$ cat src/hdl/pwr_ctl_pkg.sv
// constants, field layouts and types of the stop-wake and supply-monitor
// block; assumes a single 20 MHz system clock
package pwr_ctl_pkg;

    // clock and timing
    localparam int CLK_PERIOD_NS    = 50;
    localparam int VD_SETTLE_NS     = 20000;
    localparam int VD_SETTLE_CYC    =
        (VD_SETTLE_NS + CLK_PERIOD_NS - 1) / CLK_PERIOD_NS;
    localparam int POR_DELAY_NS     = 2500000;
    localparam int POR_DELAY_CYC    =
        (POR_DELAY_NS + CLK_PERIOD_NS - 1) / CLK_PERIOD_NS;
    localparam int TIMER_W          = 16;

    // register addresses on the core register port
    localparam logic [7:0] VDC_ADDR = 8'h0C;
    localparam logic [7:0] SRC_ADDR = 8'h0F;

    // voltage_detect_control fields
    localparam int VDC_EN_BIT       = 0;
    localparam int VDC_LV_BIT       = 1;
    localparam int VDC_HV_BIT       = 2;
    localparam logic [7:0] VDC_RESET = 8'h00;

    // stop_recovery_control fields
    localparam int SRC_SEL_LO       = 2;
    localparam int SRC_DELAY_BIT    = 5;
    localparam int SRC_LEVEL_BIT    = 6;
    localparam int SRC_WARM_BIT     = 7;
    localparam logic [7:0] SRC_RESET = 8'h20;

    // recovery source codes
    typedef enum logic [2:0] {
        WSRC_RESET_ONLY = 3'b000,
        WSRC_RESERVED   = 3'b001,
        WSRC_PIN_A      = 3'b010,
        WSRC_PIN_B      = 3'b011,
        WSRC_PIN_C      = 3'b100,
        WSRC_PIN_D      = 3'b101,
        WSRC_NOR_LOW4   = 3'b110,
        WSRC_NOR_ALL8   = 3'b111
    } wake_src_t;

    typedef enum logic [1:0] {
        ST_RUN   = 2'b00,
        ST_STOP  = 2'b01,
        ST_DELAY = 2'b10
    } run_state_t;

endpackage : pwr_ctl_pkg

$ cat src/hdl/wake_select.sv
// combinational wake-condition selector
// assumes port 2 direction bits are 1 for output
`timescale 1ns/1ps
`default_nettype none
module wake_select
    import pwr_ctl_pkg::*;
(
    // configuration
    input  wire logic [2:0] src_sel,
    input  wire logic       level_hi,
    // pins
    input  wire logic [2:0] wake_pins,
    input  wire logic [7:0] port2_in,
    input  wire logic [7:0] port2_dir_out,
    // result
    output logic            wake
);
    logic [7:0] p2_eff;
    logic       src_lvl;
    logic       src_ok;

    // output bits read as low so only the input bits decide the nor
    assign p2_eff = port2_in & ~port2_dir_out;

    always_comb begin
        src_lvl = 1'b0;
        src_ok  = 1'b1;
        case (wake_src_t'(src_sel))
            WSRC_PIN_A:    src_lvl = wake_pins[0];
            WSRC_PIN_B:    src_lvl = wake_pins[1];
            WSRC_PIN_C:    src_lvl = wake_pins[2];
            WSRC_PIN_D:    src_lvl = port2_in[7];
            WSRC_NOR_LOW4: src_lvl = ~|p2_eff[3:0];
            WSRC_NOR_ALL8: src_lvl = ~|p2_eff;
            default:       src_ok  = 1'b0;
        endcase
    end

    assign wake = src_ok && (src_lvl == level_hi);

endmodule : wake_select
`default_nettype wire

$ cat src/hdl/settle_timer.sv
// restartable cycle counter that flags when a fixed count has elapsed
// assumes clear and run come from the same clock domain
`timescale 1ns/1ps
`default_nettype none
module settle_timer
    import pwr_ctl_pkg::*;
#(
    parameter int WIDTH  = TIMER_W,
    parameter int CYCLES = VD_SETTLE_CYC
) (
    // clock, reset and enable
    input  wire logic clk,
    input  wire logic rst_n,
    input  wire logic ce,
    // control
    input  wire logic clear,
    input  wire logic run,
    // status
    output logic      done
);
    localparam logic [WIDTH-1:0] LIMIT = WIDTH'(CYCLES);

    typedef struct packed {
        logic [WIDTH-1:0] cnt;
    } tmr_t;

    tmr_t q;
    tmr_t d;

    assign done = (q.cnt == LIMIT);

    always_comb begin
        d = q;
        if (clear) begin
            d.cnt = '0;
        end else if (run && !done) begin
            d.cnt = q.cnt + WIDTH'(1);
        end
    end

    always_ff @(posedge clk) begin
        if (!rst_n) begin
            q <= '0;
        end else if (ce) begin
            q <= d;
        end
    end

endmodule : settle_timer
`default_nettype wire

$ cat src/hdl/stop_wake_and_voltage_monitor.sv
// stop-mode wake control and supply voltage monitor
// assumes core register port, wake pins and comparator levels are all
// synchronous to MCLK
//
// Notes on behaviour
// - three-bit field picks wake source
// - codes 110/111 wake on port 2 nor
// - port 2 outputs excluded from nor
// - delay bit 0 skips power-on delay
// - level bit picks high or low wake
// - warm flag set only by stop recovery
// - enable bit starts supply monitoring
// - flags invalid for 20 us after enable
// - high flag while supply above threshold
// - low flag while supply below threshold
// - upper bits reserved, writes ignored
// - low flag raises low-voltage interrupt
// - interrupt latched until cleared or reset
// - interrupt serviced only when mask set
// - monitoring off in stop mode
`timescale 1ns/1ps
`default_nettype none
module stop_wake_and_voltage_monitor
    import pwr_ctl_pkg::*;
#(
    parameter int POR_DELAY_CYCLES = POR_DELAY_CYC,
    parameter int VD_SETTLE_CYCLES = VD_SETTLE_CYC
) (
    // clock, reset, enable
    input  wire logic       MCLK,
    input  wire logic       RESETN,
    input  wire logic       CLK_EN,
    // core register port
    input  wire logic [7:0] REG_ADDR,
    input  wire logic       REG_WR,
    input  wire logic [7:0] REG_WDATA,
    output logic      [7:0] REG_RD_DATA,
    // core stop request and run status
    input  wire logic       STOP_REQ,
    output logic            CLK_RUN,
    output logic            CORE_RUN,
    output logic            WARM_START,
    // wake pins
    input  wire logic [2:0] WAKE_PINS,
    input  wire logic [7:0] PORT2_IN,
    input  wire logic [7:0] PORT2_DIR_OUT,
    // supply comparators
    input  wire logic       VCC_ABOVE_HIGH,
    input  wire logic       VCC_BELOW_LOW,
    output logic            VD_ENABLE,
    // interrupt logic
    input  wire logic       LV_IRQ_CLR,
    input  wire logic       LV_IRQ_MASK,
    output logic            LV_IRQ_PENDING,
    output logic            LV_IRQ_SERVICE
);

    typedef struct packed {
        run_state_t st;
        logic       warm;
        logic       level;
        logic       delay;
        logic [2:0] src;
        logic       vd_en;
        logic       hv;
        logic       lv;
        logic       irq;
        logic [7:0] rd;
    } ctl_t;

    ctl_t q;
    ctl_t d;

    logic wake;
    logic vd_active;
    logic vd_settled;
    logic por_done;

    function automatic logic addr_hit(input logic [7:0] a,
                                      input logic [7:0] base);
        addr_hit = (a == base);
    endfunction : addr_hit

    wake_select u_wake (
        .src_sel       (q.src),
        .level_hi      (q.level),
        .wake_pins     (WAKE_PINS),
        .port2_in      (PORT2_IN),
        .port2_dir_out (PORT2_DIR_OUT),
        .wake          (wake)
    );

    // monitor only runs while the core is running
    assign vd_active = q.vd_en && (q.st == ST_RUN);

    settle_timer #(
        .WIDTH  (TIMER_W),
        .CYCLES (VD_SETTLE_CYCLES)
    ) u_vd_settle (
        .clk   (MCLK),
        .rst_n (RESETN),
        .ce    (CLK_EN),
        .clear (!vd_active),
        .run   (vd_active),
        .done  (vd_settled)
    );

    settle_timer #(
        .WIDTH  (TIMER_W),
        .CYCLES (POR_DELAY_CYCLES)
    ) u_por_delay (
        .clk   (MCLK),
        .rst_n (RESETN),
        .ce    (CLK_EN),
        .clear (q.st != ST_DELAY),
        .run   (q.st == ST_DELAY),
        .done  (por_done)
    );

    always_comb begin
        d = q;

        // stop sequencing
        case (q.st)
            ST_RUN: begin
                if (STOP_REQ) begin
                    d.st = ST_STOP;
                end
            end
            ST_STOP: begin
                if (wake) begin
                    d.warm = 1'b1;
                    if (q.delay) begin
                        d.st = ST_DELAY;
                    end else begin
                        d.st = ST_RUN;
                    end
                end
            end
            ST_DELAY: begin
                if (por_done) begin
                    d.st = ST_RUN;
                end
            end
            default: begin
                d.st = ST_RUN;
            end
        endcase

        // register writes; reserved bits are simply not stored
        if (REG_WR && addr_hit(REG_ADDR, VDC_ADDR)) begin
            d.vd_en = REG_WDATA[VDC_EN_BIT];
        end
        if (REG_WR && addr_hit(REG_ADDR, SRC_ADDR)) begin
            d.level = REG_WDATA[SRC_LEVEL_BIT];
            d.delay = REG_WDATA[SRC_DELAY_BIT];
            d.src   = REG_WDATA[SRC_SEL_LO +: 3];
        end

        // flags read as zero until the comparators have settled
        d.hv = vd_active && vd_settled && VCC_ABOVE_HIGH;
        d.lv = vd_active && vd_settled && VCC_BELOW_LOW;

        // latched request, a new event wins over a clear
        d.irq = (q.irq && !LV_IRQ_CLR) || d.lv;

        // registered read data
        if (addr_hit(REG_ADDR, VDC_ADDR)) begin
            d.rd = {5'h00, q.hv, q.lv, q.vd_en};
        end else if (addr_hit(REG_ADDR, SRC_ADDR)) begin
            d.rd = {q.warm, q.level, q.delay, q.src, 2'b00};
        end else begin
            d.rd = 8'h00;
        end
    end

    always_ff @(posedge MCLK) begin
        if (!RESETN) begin
            q.st    <= ST_RUN;
            q.warm  <= SRC_RESET[SRC_WARM_BIT];
            q.level <= SRC_RESET[SRC_LEVEL_BIT];
            q.delay <= SRC_RESET[SRC_DELAY_BIT];
            q.src   <= SRC_RESET[SRC_SEL_LO +: 3];
            q.vd_en <= VDC_RESET[VDC_EN_BIT];
            q.hv    <= VDC_RESET[VDC_HV_BIT];
            q.lv    <= VDC_RESET[VDC_LV_BIT];
            q.irq   <= 1'b0;
            q.rd    <= 8'h00;
        end else if (CLK_EN) begin
            q <= d;
        end
    end

    assign REG_RD_DATA    = q.rd;
    assign CLK_RUN        = (q.st != ST_STOP);
    assign CORE_RUN       = (q.st == ST_RUN);
    assign WARM_START     = q.warm;
    assign VD_ENABLE      = vd_active;
    assign LV_IRQ_PENDING = q.irq;
    assign LV_IRQ_SERVICE = q.irq && LV_IRQ_MASK;
endmodule : stop_wake_and_voltage_monitor
`default_nettype wire

$ cat config.mk
export PLATFORM = sky130hd
export DESIGN_NAME = stop_wake_and_voltage_monitor
export DESIGN_NICKNAME = d
export VERILOG_FILES = /design/src/hdl/pwr_ctl_pkg.sv /design/src/hdl/wake_select.sv /design/src/hdl/settle_timer.sv /design/src/hdl/stop_wake_and_voltage_monitor.sv
export SDC_FILE = /design/constraint.sdc
export NUM_CORES = 1
export LEC_CHECK = 0
export ABC_CLOCK_PERIOD_IN_PS = 4700
export CORE_ASPECT_RATIO = 1.2
export CORE_UTILIZATION = 68
export DETAILED_ROUTE_END_ITERATION = 16
export DONT_BUFFER_PORTS = 1
export PLACE_DENSITY = 0.81
export SLEW_MARGIN = 5
export SYNTH_ARGS = -nofsm -noshare
export SYNTH_HDL_FRONTEND = slang
export SYNTH_SLANG_ARGS = --single-unit
$ cat constraint.sdc
create_clock -name MCLK -period 4.7 [get_ports MCLK]
set_clock_uncertainty 0.15 [all_clocks]
set_input_delay 0.94 -clock MCLK [delete_from_list [all_inputs] [get_ports MCLK]]
set_output_delay 0.94 -clock MCLK [all_outputs]
set_load 0.005 [all_outputs]
# [After elaboration in Yosys (flattened, before gate mapping)]
# Index checks and enable logic that the tools add are counted.
[totals] ff_bits=52 inputBits=44 word_cells=76
[classes] add_sub_neg=2 eq_ne=19 muxes=13 n_bitwise=2 reduce_logical=28
[ops] cell="two-way mux 16 bit" n=4
[ops] cell="adder 16 x 1 -> 16 bit, second input constant" n=2
[ops] cell="equality test 16 bit, second input constant" n=1
[ops] cell="equality test 16 x 9 -> 1 bit, second input constant" n=1
[ops] cell="equality test 8 x 4 -> 1 bit, second input constant" n=2
[ops] cell="two-way mux 8 bit" n=2
[ops] cell="equality test 3 bit, second input constant" n=4
[ops] cell="logical AND 1 bit" n=11
[ops] cell="AND 8 bit" n=1
[ops] cell="!= test 2 bit, second input constant" n=4
[ops] cell="inverter 8 bit" n=1
[ops] cell="AND reduction 2 bit" n=4
[ops] cell="OR reduction 8 bit" n=1
[ops] cell="equality test 3 x 2 -> 1 bit, second input constant" n=2
[ops] cell="two-way mux 2 bit" n=3
[ops] cell="case mux 1 bit (6 select lines)" n=1
[ops] cell="case mux 2 bit (3 select lines)" n=1
[ops] cell="OR reduction 6 bit" n=1
[ops] cell="zero test 1 bit" n=5
[ops] cell="!= test 2 x 1 -> 1 bit, second input constant" n=2
[ops] cell="AND reduction 4 bit" n=1
[ops] cell="OR reduction 4 bit" n=1
[ops] cell="two-way mux 3 bit" n=1
[ops] cell="AND reduction 3 bit" n=1
[ops] cell="7 further kinds" n=7

# [Logic depth before layout (Yosys ltp)]
# Gate-level depths: netlist (run 1).
[depth] depth_word=9 ltp_mapped=8 depth_no_buf=7

# [Modules after synthesis]
# Synthesis (run 1) repeated with hierarchy kept, for this count alone.
[unflattened] hier_cells=363 hier_area_um2=3065.4
[modules_own_cells] module="stop_wake_and_voltage_monitor" instances=1 cells_each=111 area_per_inst_um2=1008.5 seq_area_each_um2=400.4
[modules_own_cells] module="settle_timer at u_vd_settle" instances=1 cells_each=116 area_per_inst_um2=963.4 seq_area_each_um2=320.3
[modules_own_cells] module="settle_timer at u_por_delay" instances=1 cells_each=115 area_per_inst_um2=962.2 seq_area_each_um2=320.3
[modules_own_cells] module="wake_select" instances=1 cells_each=21 area_per_inst_um2=131.4 seq_area_each_um2=0.0

# [Least setup slack after synthesis (run 1)]
# Ideal clock, no wire load.
[synth_timing] path_type="input -> register" startpoint="in REG_ADDR[5]" endpoint="reg q[11] (netlist bit)" setup_ps=116 t_arrival_ps=2137 t_required_ps=4434 path_slack_ps=2297 path_stages=5 path_buffers=0 path_cell_list="or4_1 nor4_2 nand2_1 mux2i_1 nor2b_1"
[synth_via] elab_chain_cells=3
[synth_lines] item="start, declared" line="stop_wake_and_voltage_monitor.sv:34" source="input wire logic [7:0] REG_ADDR,"
[synth_lines] item="equality test 8 x 4 -> 1 bit" line="stop_wake_and_voltage_monitor.sv:81" source="addr_hit = (a == base);"
[synth_lines] item="logical AND 1 bit" line="stop_wake_and_voltage_monitor.sv:151" source="if (REG_WR && addr_hit(REG_ADDR, VDC_ADDR)) begin"
[synth_lines] item="AND reduction 2 bit (no line)"
[synth_lines] item="end, declared" line="stop_wake_and_voltage_monitor.sv:71" source="ctl_t q;"
# Every way passes these cells.
# A chain may end at the register's enable or synchronous reset.

# [Final worst setup path (run 1)]
[layout_timing] startpoint="in REG_ADDR[5]" endpoint="reg q[12] (netlist bit)"
[layout_via] elab_chain_cells=3
[layout_lines] item="equality test 8 x 4 -> 1 bit" line="stop_wake_and_voltage_monitor.sv:81"
[layout_lines] item="logical AND 1 bit" line="stop_wake_and_voltage_monitor.sv:154" source="if (REG_WR && addr_hit(REG_ADDR, SRC_ADDR)) begin"
[layout_lines] item="AND reduction 2 bit (no line)"
# Every way passes these cells.

==> results by stage, run 1 <==
Setup path:
- The critical path endpoint category is a flip-flop.
- Measured in cells, the most critical reg-to-reg path has a length of 5.
- The reg2reg setup slack is roughly 2.4 ns.
- The startpoint of the most critical register-to-register path is u_por_delay.q[6]$_SDFFE_PN0P_.
- The startpoint-to-endpoint class of the critical path is input port to flip-flop.
- The destination of the worst register-to-register timing path is u_por_delay.q[7]$_SDFFE_PN0P_.
- For the worst setup path, the data arrival time is between 2 and 3 ns.
- Along the worst path, the maximum fanout reaches 12.
- The required time at the endpoint of the critical path is roughly 4.7 ns.
- STA classifies the critical path startpoint as an input port.

Yosys:
- Of the total synthesized cell area, the portion taken by AND, OR, NAND and NOR gates is 0.287.
- After synthesis, the most frequently instantiated cells are dfxtp_1, nand2_1, nor2_1.
- Of the post-synthesis cell area, the part taken by muxes is 0.0219.
- The flip-flop cell with the highest count after synthesis is dfxtp_1.
- The fraction of the mapped netlist area in compound gates was 0.195.
- By instance count, the leading cell after synthesis is dfxtp_1.
- Ranked by total cell area, the synthesized netlist is headed by dfxtp_1, nand2_1, nor2b_1.
- After synthesis the netlist holds a flip-flop and latch count of 52.
- The number of warnings issued by yosys is 0.
- The sequential fraction of the synthesis area is 0.380.
- A synthesized cell averages about 8.3 um^2.
- After synthesis, the share of flip-flops with an asynchronous set or reset is 0.
- The area share of the largest cell type after synthesis is 0.380.
- dfxtp_1 takes more of the synthesized area than any other cell.
- Of the total synthesized cell area, the portion taken by full adders, half adders and majority gates is 0.0182.
- By area, the combinational part of the netlist is dominated by simple AND/OR/NAND/NOR gates.
- The instance count of the mapped netlist is 329.
- The post-synth design cell area is 2740 um^2.
- After synthesis, the netlist uses 51 different library cells.
- Yosys mapped a number of flops with a built-in enable equal to 0.
- Of the total synthesized cell area, the portion taken by XOR and XNOR cells is 0.0351.
- Counting every net in the synthesized netlist gives ~380.

STA:
- Setup repair after global routing left no endpoint under its margin.
- The maximum achievable frequency is 380 MHz.
- For the pin with the worst max-slew slack, the measured transition is ~0.77 ns.
- The count of pins over their slew limit is 0.
- The sum of negative setup slack is 0 ns.
- The worst hold slack is 0.331 ns.
- Measured against its own limit, the worst slew margin works out to 0.482.
- The clock period minus final worst setup slack is ~2.6 ns.
- The final cycle utilization of the critical path is 0.560.
- Setup violations remaining at the end of the flow were counted as 0.
- The hold violation total from the final report is 0.

Floorplan:
- The floorplan has 24 rows.
- The die boundary height is ~72 um.
- The core region is roughly 3800 um^2.
- The die extent in x is about 60 um.
- The die covers roughly 4300 um^2.
- The initial utilization of the core area, before any placement, comes to 0.731.
- The count of pins on the block boundary is 58.

Global route:
- Entering global routing, the biggest net connects 27 pins.
- The first global-routing pass estimated approximately 8.4 mm of wire.
- The number of global-route vias before repair is between 1500 and 2000.
- Summed over all layers, the global routing overflow is 0.
- The number of antenna violations at the first check in global routing is 0.
- The global router's overall resource usage is 0.260.

CTS:
- CTS placed an instance of clkbuf_8 at the clock tree root.
- The number of buffers added by the clock tree synthesis step is 5.
- The clock tree buffer depth is 2.
- Clock-pin slew was measured on the worst setup and hold paths at 0.09 ns.
- The post-CTS setup buffer count is 0.
- The number of buffers inserted for hold repair after clock tree synthesis is 0.
- CTS built an H-tree with a depth of 2.
- The tree built by TritonCTS fans out to 52 sinks.
- TritonCTS built the clock tree.
- Post-CTS repair changed the size of 0 cells.
- The clock latency at the later pin of the worst-skew pair is roughly 0.30 ns.

Route:
- The number of nets with antenna violations after detailed routing is 0.
- Before antenna repair, the detailed router went through 4 iterations.
- The routed length per placed instance is ~15 um.
- In the routed layout, each cell is associated on average with a via count of roughly 6.2.
- The total wire length after detailed routing is 5.49 mm.
- After detailed routing, the number of remaining DRC violations is 0.
- After the first detailed-routing iteration, the DRC count stood at ~130.
- The overall via count from detail_route is ~2300.

Finish:
- The summed area of non-filler cells in the final layout is ~2800 um^2.
- The area growth from synthesis to layout is 1.78%.
- In the final layout, the share of cells above drive strength 1 is 0.0571.
- The count of antenna diodes in the layout is 0.
- At the end of the flow, the number of nets in the layout was about 360.
- The post-layout utilization of the core is 0.744.

Power and ir drop:
- For this design the static power due to leakage is between 0.8 and 0.9 nW.
- Of the total power, the share spent switching nets is 0.201.
- The maximum vdd drop is approximately 0.20 mV.
- The net switching power figure is roughly 0.15 mW.
- The part of the power in the clock network is 0.387.
- The total internal power is 0.610 mW.
- Of the total power, registers draw 0.581.
- The power density of the placed cells is roughly 270 nW/um^2.
- Of the total power, combinational logic draws 0.032.

Run status:
- The run finished with clean final reports.

Flow run:
- Max-cap violations in this run came to 0.

Hold path:
- The number of cells on the worst hold path is 2.
- The worst hold path terminates at q[10]$_SDFFE_PN0P_.
- The type of the tightest min-delay check is flip-flop to flip-flop.
- The startpoint identified for the worst hold timing path is q[10]$_SDFFE_PN0P_.

Placed design:
- The placed instance area is ~2700 um^2.
- The final estimated routing congestion in global placement is 0.741.
- The port buffer count is 0.
- The placed wire-length estimate is about 4.0 mm.
## metal layers
layer | up-vias | wire (um) | global-route usage
met5 | - | 0 | 0
met4 | 0 | 59 | 0.0775
met3 | 7 | 298 | 0.0758
met2 | 58 | 2850 | 0.463
met1 | 1067 | 2280 | 0.293
li1 | 1152 | - | -
## sequential cells by signal, summed over array words and instances, names as in the netlist
| register | flops |
|---|---|
| q | 10 |
| u_vd_settle.q | 16 |
| LV_IRQ_PENDING | 1 |
| REG_RD_DATA | 8 |
| WARM_START | 1 |
| u_por_delay.q | 16 |
## logic make-up (layout without fill, tap and decap cells)
group                      Yosys count  in the layout
AOI/OAI and AO/OA                   80             80
and+or+nand+nor                    141            141
muxes                                6              6
buffers and inverters               35             21
adders and majority gates            4              4
DFF                                 52             52
xor gates and xnor gates            11             11
## cell usage in the layout (no fill, tap or decap), types with 3 or more instances in the layout
cell type / Yosys / routed
dfxtp_1: 52 / 52
nand2_1: 34 / 34
nor2_1: 20 / 20
a21oi_1: 18 / 18
nand3_1: 15 / 15
nor2b_1: 15 / 15
or3_1: 14 / 14
inv_1: 13 / 13
o21ai_0: 11 / 11
xor2_1: 9 / 9
a22oi_1: 8 / 8
o211ai_1: 8 / 8
a21boi_0: 7 / 7
mux2i_1: 6 / 6
o21ai_1: 6 / 6
nand2b_1: 5 / 5
or4_1: 5 / 5
o2111ai_1: 5 / 5
clkbuf_8: 0 / 5
and2_1: 4 / 4
nand4_1: 4 / 4
ha_1: 4 / 4
and3_1: 3 / 3
nor3_1: 3 / 3
o31ai_1: 3 / 3
o21a_1: 3 / 3
## worst max-delay path by stage
stage / startpoint / end / depth (start not counted)
finish: REG_ADDR[5] / q[12]$_SDFFE_PN0P_ / 5
global route: REG_ADDR[5] / q[13]$_SDFFE_PN0P_ / 5
CTS: REG_ADDR[5] / q[12]$_SDFFE_PN0P_ / 5
detailed placement: REG_ADDR[5] / q[12]$_SDFFE_PN0P_ / 5
global placement: REG_ADDR[5] / q[15]$_SDFFE_PN1P_ / 5
floorplan: REG_ADDR[5] / q[11]$_SDFFE_PN0P_ / 5
## layout make-up
type                    count  area [um^2]
multi-input cells         242         1530
flip-flops and latches     52         1040
fillers                   301          962
clock buffers               6         72.6
well taps                  52         65.1
inverters                  13         48.8
clock inverters             2         35.0
## per-stage QoR
step / power (mW) / std cells / setup slack [ns]
3_3_place_gp: 0.479 / 359 / 1.82
4_1_cts: 0.771 / 367 / 2.11
3_5_place_dp: 0.480 / 359 / 1.78
5_1_grt: 0.790 / 367 / 1.97
6_report: 0.764 / 367 / 2.07
2_1_floorplan: 0.479 / 329 / 2.30
## worst max-delay path, cell delays in order
cell      delay [ns]
or4_1           0.57
nor3_2          0.68
nand2_1         0.27
nand2_1         0.13
a21boi_0        0.08
## power by group through the flow
stage               registers (mW)  clock network [mW]  logic [mW]
floorplan                    0.453                   0      0.0262
global placement             0.455                   0      0.0237
detailed placement           0.455                   0      0.0247
CTS                          0.444               0.302      0.0248
global route                 0.445               0.318      0.0271
finish                       0.444               0.295      0.0244
Note: power is estimated with default switching activity, not from simulation.
==> run 2, diff against run 1 <==
--- a/config.mk
+++ b/config.mk
@@ -5,12 +5,12 @@
 export SDC_FILE = /design/constraint.sdc
 export NUM_CORES = 1
 export LEC_CHECK = 0
-export ABC_CLOCK_PERIOD_IN_PS = 4700
+export ABC_CLOCK_PERIOD_IN_PS = 2100
 export CORE_ASPECT_RATIO = 1.2
-export CORE_UTILIZATION = 68
+export CORE_UTILIZATION = 57
 export DETAILED_ROUTE_END_ITERATION = 16
 export DONT_BUFFER_PORTS = 1
-export PLACE_DENSITY = 0.81
+export PLACE_DENSITY = 0.72
 export SLEW_MARGIN = 5
 export SYNTH_ARGS = -nofsm -noshare
 export SYNTH_HDL_FRONTEND = slang
==> constraint.sdc (replaced) <==
create_clock -name MCLK -period 2.1 [get_ports MCLK]
set_clock_uncertainty 0.15 [all_clocks]
set_input_delay 0.42 -clock MCLK [delete_from_list [all_inputs] [get_ports MCLK]]
set_output_delay 0.42 -clock MCLK [all_outputs]
set_load 0.005 [all_outputs]
==> results by stage, run 2 (synthesis gave the netlist of run 1 again) <==
STA:
- The worst-case setup margin in the final layout is 0.0730 ns (-2.00 ns).
- The clock period minus final worst setup slack is 2.03 ns.
- The final cycle utilization of the critical path is 0.965.
- The sum of negative setup slack was 0 ns (unchanged).
- The actual transition at the worst max-transition pin was 0.522 ns (-0.252 ns).
- The final setup violation count is 0 (unchanged).
- The hold violation total from the final report came to 0 (unchanged).
- The worst-case headroom to the max-slew limit was 0.649 (+0.167).
- Setup repair after global routing could not meet its margin everywhere.
- The count of pins over their slew limit is 0 (unchanged).
- Based on the critical path, the design can be clocked at up to between 400 and 500 MHz.
- The worst hold slack is 0.0485 ns (-0.282 ns).

Run status:
- The run finished with clean final reports.

Route:
- The total wire length after detailed routing is 5.72 mm (+4.1%).
- The overall via count from detail_route was 2328 (+1.9%).
- The via-per-instance ratio is 5.91 (-5.1%).
- The number of remaining DRC errors came to 0 (unchanged).
- The routed length per placed instance came to 14.5 um (-3.0%).
- The number of nets with antenna violations after detailed routing is 0 (unchanged).
- The iteration count of the initial detailed-routing pass is 5 (+1).
- The number of violations reported at the end of detailed-routing iteration 0 was 167 (+31%).

Floorplan:
- The core outline area is 4590 um^2 (+22%).
- The die extent in x is 65.3 um (+8.9%).
- The area of the die is 5090 um^2 (+19%).
- The number of rows in the core area is 27 (+13%).
- The count of pins on the block boundary was 58 (unchanged).
- The die boundary height is 78.0 um (+9.0%).
- The effective utilization at floorplan was 0.597 (-0.134).

Power and ir drop:
- The overall power consumption is 1.64 mW (+110%).
- The leakage power figure is 0.968 nW (+11%).
- The maximum vdd drop is 0.474 mV (+140%).
- The power density of the placed cells came to 551 nW/um^2 (+100%).

Finish:
- The signed area change from the synthesized netlist to the final layout is 8.62%.
- The post-layout utilization of the core came to 0.648 (-0.0952).
- The count of antenna diodes in the layout is 0 (unchanged).
- The final instance count without filler cells is 394 (+7.4%).
- The leading cell type in the layout, fill and taps excluded is dfxtp_1.
- The summed area of non-filler cells in the final layout is 2980 um^2 (+6.7%).
- The number of nets at the end of the flow is 383 (+5.8%).
- The top cell types in the final layout, fill and taps aside, are dfxtp_1, nand2_1, nor2_1, buf_4, a21oi_1.
- In the final layout, the registers with the most flip-flops are u_por_delay.q x16, u_vd_settle.q x16, q x10.
- The share of final-layout standard cells stronger than drive strength 1 was 0.140 (+0.0827).

Global route:
- The number of antenna violations at the first check in global routing is 0 (unchanged).
- The met1 usage in global routing is 0.259 (-0.0336).
- The maximum number of pins on one net before global-route repair is 27 (unchanged).
- The global-route met2 utilization is 0.403 (-0.0599).
- The met3 global-route usage is 0.0676 (-0.00817).
- The total global routing overflow is 0 (unchanged).
- The busiest metal layer after global routing is met2.
- The global router's overall resource usage is 0.229 (-0.0308).
- The number of global-route vias before repair is 2170 (+10%).
- The wire length of the first global-routing pass is 9.18 mm (+9.5%).

CTS:
- In this run the clock root is driven by a clkbuf_8.
- The number of buffers added by the clock tree synthesis step came to 5 (unchanged).
- The clock transition at the register clock pins on the worst setup and hold paths after CTS came to 0.09 ns (about the same).
- The clock tree from TritonCTS is yes.
- The clock latency at the later pin of the worst-skew pair came to 0.30 ns (about the same).
- The H-tree depth was 2 (unchanged).
- The clock tree buffer depth was 2 (unchanged).
- The number of buffers inserted for hold repair after clock tree synthesis came to 0 (unchanged).
- The number of sinks on the clock net is 52 (unchanged).

Placed design:
- The post-place setup slack is 0.0728 ns (-1.71 ns).
- The placed wire-length estimate is 4.12 mm (+3.2%).
- The final estimated routing congestion in global placement is 0.804 (+8.5%).
- The placed instance area is 2840 um^2 (+5.8%).
- The placed instance count is 383 (+6.7%).
- The port buffer count is 0 (unchanged).

Setup path:
- The cell depth of the worst flop-to-flop path is 9 (+4).
- The critical path in this run is classified as flip-flop to flip-flop.
- The critical path endpoint category is a flip-flop.
- The most used cell along the critical path is buf_4.
- The worst endpoint data arrival time is 2.05 ns (-0.62 ns).
- The largest driver fanout on the critical path came to 5 (-7).
- The required time at the endpoint of the critical path is 2.12 ns (-2.62 ns).
- The worst setup path is launched from a flip-flop.
- The signal on the critical path passes through inv_1, ha_1, and4b_1, nand4_1, buf_4, buf_4, o211ai_1, xor2_1, nor2_1.
- The largest stage delay on the critical path is 0.35 ns (-0.33 ns).
- For this design, the slowest cell found on the critical path is dfxtp_2.

Hold path:
- The number of cells on the worst hold path came to 1 (-1).
- The type of the tightest min-delay check is input port to flip-flop.

Flow run:
- The max-capacitance violation count is 0 (unchanged).
run 2: cell count changes in the layout (fill, tap and decap cells not counted), sizes merged:
cell / delta
clkinvlp: +1
clkbuf: +1
bufinv: -1
buf: +21
clkinv: -1
run 2: final cells by class:
type | instances | area (um^2)
clock inverters | 1 | 7.51
repair buffers | 21 | 170
well taps | 58 | 72.6
clock buffers | 7 | 86.3
fillers | 411 | 1620
multi-input cells | 242 | 1550
flip-flops and latches | 52 | 1050
inverters | 13 | 48.8
run 2: routing by layer:
| metal | up-vias | share of wire |
|---|---|---|
| li1 | 1196 | - |
| met1 | 1068 | 0.44 |
| met2 | 62 | 0.49 |
| met3 | 2 | 0.064 |
| met4 | 0 | 0.0042 |
| met5 | - | 0 |
run 2: path summary, 6_finish.rpt:
check	startpoint	endpoint	slack (ns)
worst min-delay path	RESETN	q[15]$_SDFFE_PN1P_	0.05
worst min register to register	q[10]$_SDFFE_PN0P_	q[10]$_SDFFE_PN0P_	0.33
worst max-delay path	u_por_delay.q[1]$_SDFFE_PN0P_	u_por_delay.q[2]$_SDFFE_PN0P_	0.07
worst max register to register	u_por_delay.q[1]$_SDFFE_PN0P_	u_por_delay.q[2]$_SDFFE_PN0P_	0.07
run 2: report_power, final:
part | leakage (nW) | switching, mW | internal [mW]
clock | 0.0445 | 0.313 | 0.268
sequential | 0.421 | 0.00269 | 0.989
combinational | 0.502 | 0.0378 | 0.0303
total | 0.968 | 0.354 | 1.29
run 2: worst max-delay path: cells and delay by family (launching register included):
family / cells / cell delay [ns]
AO/OA/AOI/OAI: 1 / 0.18
flip-flops: 1 / 0.35
buffers and inverters: 3 / 0.40
AND/OR/NAND/NOR: 3 / 0.49
XOR/XNOR: 1 / 0.18
adder cells (fa/ha/maj): 1 / 0.14
run 2: timing repair:
item | in CTS | in global routing
setup endpoints to repair | 0 | 15
buffers inserted | 0 | 3
gates resized for setup | 0 | 12
